## config.mk

```make
export PLATFORM = sky130hd
export DESIGN_NAME = zaa_top
export DESIGN_NICKNAME = d
export VERILOG_FILES = /design/src/design/zaa_pkg.sv /design/src/design/zaa_top.sv
export SDC_FILE = /design/constraint.sdc
export NUM_CORES = 1
export LEC_CHECK = 0
export BUFFER_PORTS_ARGS = -buffer_cell sky130_fd_sc_hd__buf_2
export CAP_MARGIN = 25
export CORE_MARGIN = 2
export CORE_UTILIZATION = 45
export CTS_CLUSTER_SIZE = 20
export DETAILED_ROUTE_END_ITERATION = 6
export GPL_TIMING_DRIVEN = 0
export PLACE_DENSITY = 0.72
export RECOVER_POWER = 50
export SYNTH_ARGS = -nofsm -noshare
export SYNTH_HDL_FRONTEND = slang
export SYNTH_SLANG_ARGS = --single-unit
export TNS_END_PERCENT = 10
```

## constraint.sdc

```tcl
create_clock -name pclk -period 4.7 [get_ports pclk]
set_input_delay 1.41 -clock pclk [delete_from_list [all_inputs] [get_ports pclk]]
set_output_delay 1.41 -clock pclk [all_outputs]
set_load 0.005 [all_outputs]
```

## src/design/zaa_pkg.sv

```systemverilog
// Package for the zone alarm annunciator: register map, layouts, constants.
// Assumes a 32-bit APB slave in a single 50 MHz pclk domain.
package zaa_pkg;

  localparam int unsigned ZAA_ZONES = 8;

  // Register byte offsets
  localparam logic [7:0] ZAA_OFF_CTRL   = 8'h00;
  localparam logic [7:0] ZAA_OFF_H24    = 8'h04;
  localparam logic [7:0] ZAA_OFF_LATCH  = 8'h08;
  localparam logic [7:0] ZAA_OFF_DEFARM = 8'h0C;
  localparam logic [7:0] ZAA_OFF_ARMED  = 8'h10;
  localparam logic [7:0] ZAA_OFF_ALARM  = 8'h14;
  localparam logic [7:0] ZAA_OFF_STATUS = 8'h18;
  localparam logic [7:0] ZAA_OFF_INPUTS = 8'h1C;

  // Control register field positions
  localparam int unsigned ZAA_CTRL_SILENCE = 0;
  localparam int unsigned ZAA_CTRL_THREEWAY = 1;

  // Reset values
  localparam logic [1:0] ZAA_CTRL_RST   = 2'h0;
  localparam logic [7:0] ZAA_H24_RST    = 8'h00;
  localparam logic [7:0] ZAA_LATCH_RST  = 8'hFF;
  localparam logic [7:0] ZAA_DEFARM_RST = 8'hFF;

  // Panel inputs that travel together
  typedef struct packed {
    logic [7:0] fault;      // Zone loop faulted
    logic [7:0] arm_btn;    // Primary arm pushbuttons
    logic [7:0] shunt_btn;  // Primary shunt pushbuttons
    logic [7:0] ack_btn;    // Acknowledge pushbuttons
    logic [7:0] rst_btn;    // Zone reset pushbuttons
    logic [7:0] rarm_btn;   // Remote arm requests
    logic [7:0] rshunt_btn; // Remote shunt requests
    logic       master_arm; // Master keyswitch on
    logic       shunt_dis;  // Shunt-disable key
    logic       shunt_mem;  // Shunt-disable with memory key
  } zaa_panel_t;

endpackage

```

## src/design/zaa_top.sv

```systemverilog
// Zone alarm annunciator: per-zone alarm, shunt and output logic with APB registers.
// Assumes panel inputs synchronous to pclk and debounced outside this block.
//
// Operation
// - Basic mode: sounder on from any alarm until zone restored and reset
// - Silence mode: acknowledge silences sounder; any new alarm resounds it
// - Shunt-disable key blocks disarm requests; arming still accepted
// - Shunt-disable-with-memory key freezes every zone's arm state
// - One shunt indicator per zone shows armed or disarmed
// - 24-hour zones always armed; shunt requests ignored
// - Latching zone output sets on fault, clears after restore plus reset
// - Non-latching zone output follows the faulted input
// - One active-low individual output per zone
// - Common latching output sets on any fault, clears after restore and reset
// - Common non-latching output on while any input faulted
// - Common audible output on fault, off when alarmed zone acknowledged
// - Common relay output follows any faulted input
// - Shunt common output on while any zone is shunted
// - Master key off: alarms ignored; trouble and tamper still detected
// - Master key off: acknowledge, reset and bypass accepted
// - Master key on: alarms answered; acknowledge, reset, bypass ignored
// - Three-way switching: primary or remote requests share one shunt state
//
// The APB interface to the registers and the register addresses were decided locally.
`timescale 1ns/100ps

module zaa_top
  import zaa_pkg::*;
(
  // Clock and reset
  input  wire logic        pclk,
  input  wire logic        presetn,
  // APB slave
  input  wire logic        psel,
  input  wire logic        penable,
  input  wire logic        pwrite,
  input  wire logic [7:0]  paddr,
  input  wire logic [31:0] pwdata,
  output logic      [31:0] prdata,
  output logic             pready,
  output logic             pslverr,
  // Panel inputs
  input  wire zaa_panel_t  panel,
  input  wire logic [7:0]  trouble,
  input  wire logic [7:0]  tamper,
  // Indicators and outputs
  output logic [7:0]       zone_out_n,
  output logic [7:0]       shunt_led,
  output logic [7:0]       trouble_led,
  output logic             com_latch,
  output logic             com_nonlatch,
  output logic             com_audible,
  output logic             com_relay,
  output logic             com_shunt,
  output logic             sounder
);

  // Register state
  logic [1:0]  ctrl_q,   ctrl_d;
  logic [7:0]  h24_q,    h24_d;
  logic [7:0]  latch_q,  latch_d;
  logic [7:0]  defarm_q, defarm_d;
  logic [31:0] prdata_q, prdata_d;
  logic        pready_q, pready_d;
  logic        pslverr_q, pslverr_d;

  // Zone state
  zaa_panel_t  prev_q,   prev_d;
  logic        init_q,   init_d;
  logic [7:0]  armed_q,  armed_d;
  logic [7:0]  alarm_q,  alarm_d;
  logic [7:0]  ackd_q,   ackd_d;
  logic [7:0]  zout_q,   zout_d;
  logic [7:0]  shled_q,  shled_d;
  logic [7:0]  trbl_q,   trbl_d;
  logic [5:0]  com_q,    com_d;

  // Rising edge of a button group
  function automatic logic [7:0] zaa_rise(input logic [7:0] now, input logic [7:0] was);
    zaa_rise = now & ~was;
  endfunction

  logic [7:0] arm_req, shunt_req, ack_req, rst_req, live_fault;
  logic       acc, wr, rd;

  // APB access phase: one wait state, registered answer one cycle later
  assign acc = psel & penable & ~pready_q;
  assign wr  = acc & pwrite;
  assign rd  = acc & ~pwrite;

  // Edge detection of pushbuttons, one action per press
  always_comb
  begin
    logic [7:0] arm_r;
    logic [7:0] shunt_r;
    arm_r     = zaa_rise(panel.arm_btn, prev_q.arm_btn);
    shunt_r   = zaa_rise(panel.shunt_btn, prev_q.shunt_btn);
    if (ctrl_q[ZAA_CTRL_THREEWAY])
    begin
      arm_r   = arm_r | zaa_rise(panel.rarm_btn, prev_q.rarm_btn);
      shunt_r = shunt_r | zaa_rise(panel.rshunt_btn, prev_q.rshunt_btn);
    end
    arm_req   = arm_r;
    shunt_req = shunt_r;
    ack_req   = zaa_rise(panel.ack_btn, prev_q.ack_btn);
    rst_req   = zaa_rise(panel.rst_btn, prev_q.rst_btn);
    // Master key off: pushbutton ack, reset and bypass count
    if (panel.master_arm)
    begin
      ack_req   = 8'h00;
      rst_req   = 8'h00;
      shunt_req = 8'h00;
    end
    // Alarms count only while armed by the key, and in armed zones
    live_fault = panel.master_arm ? (panel.fault & armed_q) : 8'h00;
  end

  // Zone next-state logic
  always_comb
  begin
    logic [7:0] new_alarm;
    new_alarm = 8'h00;
    prev_d  = panel;
    init_d  = 1'b1;
    armed_d = armed_q;
    // Default arm state taken once after reset release
    if (!init_q)
    begin
      armed_d = defarm_q | h24_q;
    end
    else if (!panel.shunt_mem)
    begin
      armed_d = armed_q | arm_req;
      if (!panel.shunt_dis)
      begin
        armed_d = armed_d & ~shunt_req;
      end
    end
    armed_d = armed_d | h24_q;

    // Alarm latches; a reset only clears a restored zone, set wins
    new_alarm = live_fault & ~alarm_q;
    alarm_d   = (alarm_q & ~(rst_req & ~panel.fault)) | live_fault;
    ackd_d    = (ackd_q | (ack_req & alarm_q)) & alarm_d & ~new_alarm;

    // Individual outputs, active low
    for (int i = 0; i < ZAA_ZONES; i++)
    begin
      if (latch_q[i])
        zout_d[i] = ~alarm_d[i];
      else
        zout_d[i] = ~live_fault[i];
    end
    shled_d = ~armed_d;
    trbl_d  = trouble | tamper;

    // Common outputs: latch, nonlatch, audible, relay, shunt, sounder
    com_d[0] = |alarm_d;
    com_d[1] = |live_fault;
    com_d[2] = |(alarm_d & ~ackd_d);
    com_d[3] = |live_fault;
    com_d[4] = |(~armed_d);
    if (ctrl_q[ZAA_CTRL_SILENCE])
      com_d[5] = |(alarm_d & ~ackd_d);
    else
      com_d[5] = |alarm_d;
  end

  // Register file next-state and read mux
  always_comb
  begin
    ctrl_d    = ctrl_q;
    h24_d     = h24_q;
    latch_d   = latch_q;
    defarm_d  = defarm_q;
    prdata_d  = 32'h0000_0000;
    pready_d  = acc;
    pslverr_d = 1'b0;
    if (wr)
    begin
      unique case (paddr)
        ZAA_OFF_CTRL:   ctrl_d   = pwdata[1:0];
        ZAA_OFF_H24:    h24_d    = pwdata[7:0];
        ZAA_OFF_LATCH:  latch_d  = pwdata[7:0];
        ZAA_OFF_DEFARM: defarm_d = pwdata[7:0];
        ZAA_OFF_ARMED, ZAA_OFF_ALARM, ZAA_OFF_STATUS, ZAA_OFF_INPUTS: ;
        default:        pslverr_d = 1'b1;
      endcase
    end
    if (rd)
    begin
      unique case (paddr)
        ZAA_OFF_CTRL:   prdata_d = {30'h0, ctrl_q};
        ZAA_OFF_H24:    prdata_d = {24'h0, h24_q};
        ZAA_OFF_LATCH:  prdata_d = {24'h0, latch_q};
        ZAA_OFF_DEFARM: prdata_d = {24'h0, defarm_q};
        ZAA_OFF_ARMED:  prdata_d = {24'h0, armed_q};
        ZAA_OFF_ALARM:  prdata_d = {16'h0, ackd_q, alarm_q};
        ZAA_OFF_STATUS: prdata_d = {26'h0, com_q[5:0]};
        ZAA_OFF_INPUTS: prdata_d = {21'h0, panel.master_arm, panel.shunt_dis,
                                    panel.shunt_mem, panel.fault};
        default:        pslverr_d = 1'b1;
      endcase
    end
  end

  // State registers; every flop reset to a constant
  always_ff @(posedge pclk or negedge presetn)
  begin
    if (!presetn)
    begin
      ctrl_q    <= ZAA_CTRL_RST;
      h24_q     <= ZAA_H24_RST;
      latch_q   <= ZAA_LATCH_RST;
      defarm_q  <= ZAA_DEFARM_RST;
      prdata_q  <= 32'h0000_0000;
      pready_q  <= 1'b0;
      pslverr_q <= 1'b0;
      prev_q    <= '0;
      init_q    <= 1'b0;
      armed_q   <= 8'h00;
      alarm_q   <= 8'h00;
      ackd_q    <= 8'h00;
      zout_q    <= 8'hFF;
      shled_q   <= 8'h00;
      trbl_q    <= 8'h00;
      com_q     <= 6'h00;
    end
    else
    begin
      ctrl_q    <= ctrl_d;
      h24_q     <= h24_d;
      latch_q   <= latch_d;
      defarm_q  <= defarm_d;
      prdata_q  <= prdata_d;
      pready_q  <= pready_d;
      pslverr_q <= pslverr_d;
      prev_q    <= prev_d;
      init_q    <= init_d;
      armed_q   <= armed_d;
      alarm_q   <= alarm_d;
      ackd_q    <= ackd_d;
      zout_q    <= zout_d;
      shled_q   <= shled_d;
      trbl_q    <= trbl_d;
      com_q     <= com_d;
    end
  end

  // Outputs straight from flops
  assign prdata       = prdata_q;
  assign pready       = pready_q;
  assign pslverr      = pslverr_q;
  assign zone_out_n   = zout_q;
  assign shunt_led    = shled_q;
  assign trouble_led  = trbl_q;
  assign com_latch    = com_q[0];
  assign com_nonlatch = com_q[1];
  assign com_audible  = com_q[2];
  assign com_relay    = com_q[3];
  assign com_shunt    = com_q[4];
  assign sounder      = com_q[5];

endmodule // zaa_top

```

After elaboration in Yosys (flattened, before gate mapping)
Cells that the tools add are included.
{"block": "word_totals", "elab_cells": 120, "regBits": 163}
{"block": "classes", "muxes": 24, "n_eq_ne": 7, "n_bitwise": 58, "reduce_logical": 10}
{"op": "one-hot mux 16 bit (8 select lines)", "count": 1}
{"op": "AND 8 bit", "count": 15}
{"op": "NOT 8 bit", "count": 13}
{"op": "two-way mux 8 bit", "count": 9}
{"op": "bitwise OR 8 bit", "count": 8}
{"op": "OR reduction 8 bit", "count": 5}
{"op": "== test 8 x 5 -> 1 bit, second input constant", "count": 4}
{"op": "NOT 1 bit", "count": 18}
{"op": "== test 8 x 4 -> 1 bit, second input constant", "count": 2}
{"op": "two-way mux 16 bit", "count": 1}
{"op": "two-way mux 1 bit", "count": 13}
{"op": "== test 8 x 3 -> 1 bit, second input constant", "count": 1}
{"op": "zero test 8 bit", "count": 1}
{"op": "AND reduction 2 bit", "count": 4}
{"op": "AND 1 bit", "count": 4}

Depth between registers and ports, before layout
{"block": "depth", "word_depth": 13, "depth_mapped": 7}

Worst setup path after synthesis
OpenSTA, ideal clock, no wires.
{"block": "synth_timing", "kind": "input-to-reg", "start": "input paddr[7]", "end": "register h24_q[0]", "slack_ns": 2.011, "t_required_ns": 4.572, "stages": 5, "arrival_time_ns": 2.561, "cell_sequence": "nor4_1 > and3_1 > buf_2 > nand2_2 > mux2_1"}
{"block": "synth_between", "elab_chain_cells": 2}
{"element": "start, declared", "line_no": "zaa_top.sv:37", "source": "input wire logic [7:0] paddr,"}
{"element": "== test 8 x 3 -> 1 bit", "line_no": "zaa_top.sv:181", "source": "unique case (paddr)"}
{"element": "AND reduction 2 bit (no source line)"}
{"element": "end signal, assigned", "line_no": "zaa_top.sv:213", "source": "h24_q <= ZAA_H24_RST;"}
{"element": "end signal, assigned", "line_no": "zaa_top.sv:232", "source": "h24_q <= h24_d;"}
{"element": "end, declared", "line_no": "zaa_top.sv:60", "source": "logic [7:0] h24_q, h24_d;"}
Every way passes these cells.
A chain may end at the register's enable or synchronous reset.

==> metrics.yaml <==
timing:
  hold_viol: 0
  fin_crit_ps: 3010
  skew_ps: 9.85
  slew_headroom: -0.482
  fmax_mhz: 332
  fin_setup_tns_ps: 0
  hold_ws_ps: 508
  tightest_slew_ps: 2220
  setup_viol: 0
  grt_setup_unrepaired: "false"
  drv_slew: 40
  min_period_over_period: 0.640
pwr:
  worst_ir_drop_vdd_mv: 0.389
  powerDensity_mw_per_mm2: 393
  p_leak_nw: 3.43
  report.power.total_mw: 2.96
min_path:
  hp-start: "h24_q[2]"
  min_to: "shunt_led[2]"
  hp-class: "register to register"
  hold_depth: 1
clock_tree:
  clock_tree.buffer_depth: 2
  cts_htree_levels: 4
  cts.sinks: 146
  holdBufCountCts: 0
  cts-buffers-inserted: 17
  cts_root_buffer: "clkbuf_16"
  cts_tree: "done"
  cts-resized-gates: 0
  clkTransAtPathRegs_ps: 70
  clock_latency_ps: 430
  postCtsSetupBuffers: 0
floorplanning:
  initial_core_util: 0.456
  num_io_pins: 184
  dieArea_mm2: 0.0142
  core-area_mm2: 0.0131
  fp.dieH_um: 119
  row_count: 42
  die_width_um: 119
layout:
  ff_latch_area_mm2: 0.00368
  nets: 787
  antenna_cells: 0
  final_area_mm2: 0.00753
  drive_above_1_share: 0.328
  multi_input_area_mm2: 0.00208
  fillCellCount: 1133
  fin_cells: 856
  areaGrowthSynthToFinish_pct: 26.1
placed_design:
  place_congestion: 0.944
  placed_area_mm2: 0.00700
  portBuffers: 143
  hpwlAfterDp_um: 11900
  dp.cells: 824
worst_setup_path:
  cp_top_family: "buffers and inverters"
  critical_path_depth: 2
  cp_data_arrival_time_ps: 3530
  slowest_stage: "clkbuf_1"
  r2r_cells: 5
  path_max_fanout: 107
  critPathLaunchType: "primary input"
  worstReg2RegEnd: "prdata[4]"
  r2r_start: "pready"
  cpPeakStageDelay_ps: 1560
  crit_buf_inv: 2
  cp.required_ps: 5220
  worstPathCellList: "clkbuf_1, buf_16"
  end_kind: "asynchronous set/reset pin"
  crit_type: "primary input to asynchronous set/reset pin"
  regToRegSetupSlack_ps: 2590
route:
  first_pass_iters: 5
  wl_per_cell_um: 18.3
  vias: 4567
  remaining_drc_errors: 0
  vias_per_cell: 5.34
  drtIter0Drc: 290
  totalWireLength_um: 15700
  ant_nets: 0
yosys:
  ys_seq_elements: 146
  ys_seq_area_frac: 0.617
  synthCells: 489
  synth_edf_count: 0
  syn_avg_cell_area_um2: 12.2
  async_flop_share: 1.00
  syn_area_mm2: 0.00597
  synthFlopType: "dfrtp_1"
  yosys.cell_types.count: 57
  ys_warn_count: 0
global_routing:
  grt_pass1_wl_um: 24600
  grt_start_max_net_pins: 108
  gr-usage-all-layers: 0.231
  overflow: 0
  antenna_found_initial: 2
  grt_pass1_vias: 4675
  grt.busiest_layer: "met2"
  use_met2: 0.358
  use_met3: 0.0704
  met1_usage: 0.300
status:
  status: "finished, violations left"
  violations: "max-capacitance violations, max-slew violations"
flow_run:
  drv_cap: 1
-- worst max path at each step --
stage | slack (ps) | startpoint | end
finish | 1690 | presetn | latch_q[3]
floorplan | 2010 | paddr[7] | h24_q[0]
global route | 1220 | presetn | prev_q[6]
detailed placement | 1470 | panel[2] | com_q[4]
CTS | 1930 | panel[2] | com_q[4]
global placement | 300 | presetn | prev_q[42]
-- where the power goes --
group          internal (mW)  leakage, nW  switching [mW]
clock                  0.784        0.272           0.548
combinational          0.114         1.45           0.141
sequential              1.33         1.70          0.0478
-- layer usage --
metal	vias to the layer above	part of all wire
met4	2	0.032
met2	218	0.47
met5	-	0.00045
li1	2108	-
met3	43	0.072
met1	2196	0.43
-- cell type report --
type | count | share of cell area
clock inverters | 15 | 0.0208
flip-flops and latches | 146 | 0.489
multi-input cells | 306 | 0.276
inverters | 20 | 0.00997
plain buffers | 32 | 0.0252
repair buffers | 144 | 0.0932
well taps | 176 | 0.0292
clock buffers | 17 | 0.0565
-- synthesized netlist by cell type (all sizes together), types with 7 or more instances --
library cell | instances | share of area
mux2 | 26 | 0.049
or3b | 8 | 0.012
a31oi | 10 | 0.010
buf | 22 | 0.026
nor2 | 28 | 0.018
nand3 | 12 | 0.010
and3 | 10 | 0.010
dfstp | 24 | 0.11
nand2 | 18 | 0.013
a21oi | 18 | 0.016
nor4bb | 7 | 0.012
dfrtp | 122 | 0.51
clkbuf | 10 | 0.0063
nor2b | 8 | 0.0096
o21ai | 8 | 0.0067
nor3 | 10 | 0.010
inv | 20 | 0.013
a22oi | 17 | 0.021
or2 | 10 | 0.010
nand2b | 18 | 0.019
nand3b | 9 | 0.011
-- state kept, by name, summed over array words and instances (netlist names) --
signal,cells
shunt_led,8
ackd_q,8
prdata,16
prev_q,48
trouble_led,8
pready,1
ctrl_q,2
zone_out_n,8
latch_q,8
alarm_q,8
com_q,5
pslverr,1
defarm_q,8
h24_q,8
init_q,1
armed_q,8
-- metrics by stage --
step,util,worst slack [ps]
floorplan,-,2010
global placement,0.532,299
detailed placement,0.535,1470
CTS,0.579,1930
global route,0.576,1220
finish,0.576,1690
-- placed cells by master (no fill, tap or decap), types with 3 or more instances in the layout --
master      Yosys  final
a21oi_1        17     17
a221oi_1        3      3
a222oi_1        5      5
a22oi_1        17     17
a31oi_1        10     10
and3_1         10     10
buf_2           5    115
buf_4          17     17
clkbuf_1       10     41
clkbuf_16       0     17
clkinv_2        0      3
clkinvlp_4      0      5
conb_1          2     17
dfrtp_1       122    122
dfstp_2        24     24
inv_1          19     19
inv_6           0      4
mux2_1         18     18
mux2_2          8      8
nand2_1        15     15
nand2_2         3      3
nand2b_1       18     18
nand3_1        12     12
nand3b_1        9      9
nand4_1         4      4
nor2_1         28     28
nor2b_1         7      7
nor3_1          8      8
nor3b_1         6      6
nor4_1          6      6
nor4bb_1        7      7
o21a_1          5      5
o21ai_0         8      8
o221a_2         6      6
o22ai_1         4      4
o2bb2ai_1       6      6
o31a_1          5      5
or2_2           9      9
or3b_1          5      5
or3b_2          3      3
-- cell families after synthesis --
| logic type | Yosys count | share of synthesized area |
|---|---|---|
| AOI/OAI and AO/OA | 97 | 0.119 |
| muxes | 28 | 0.0524 |
| buffers and inverters | 52 | 0.0444 |
| and+or+nand+nor | 164 | 0.167 |
| DFF | 146 | 0.617 |
| other | 2 | 0.00126 |
No activity file was read; power rests on OpenSTA's default activity.
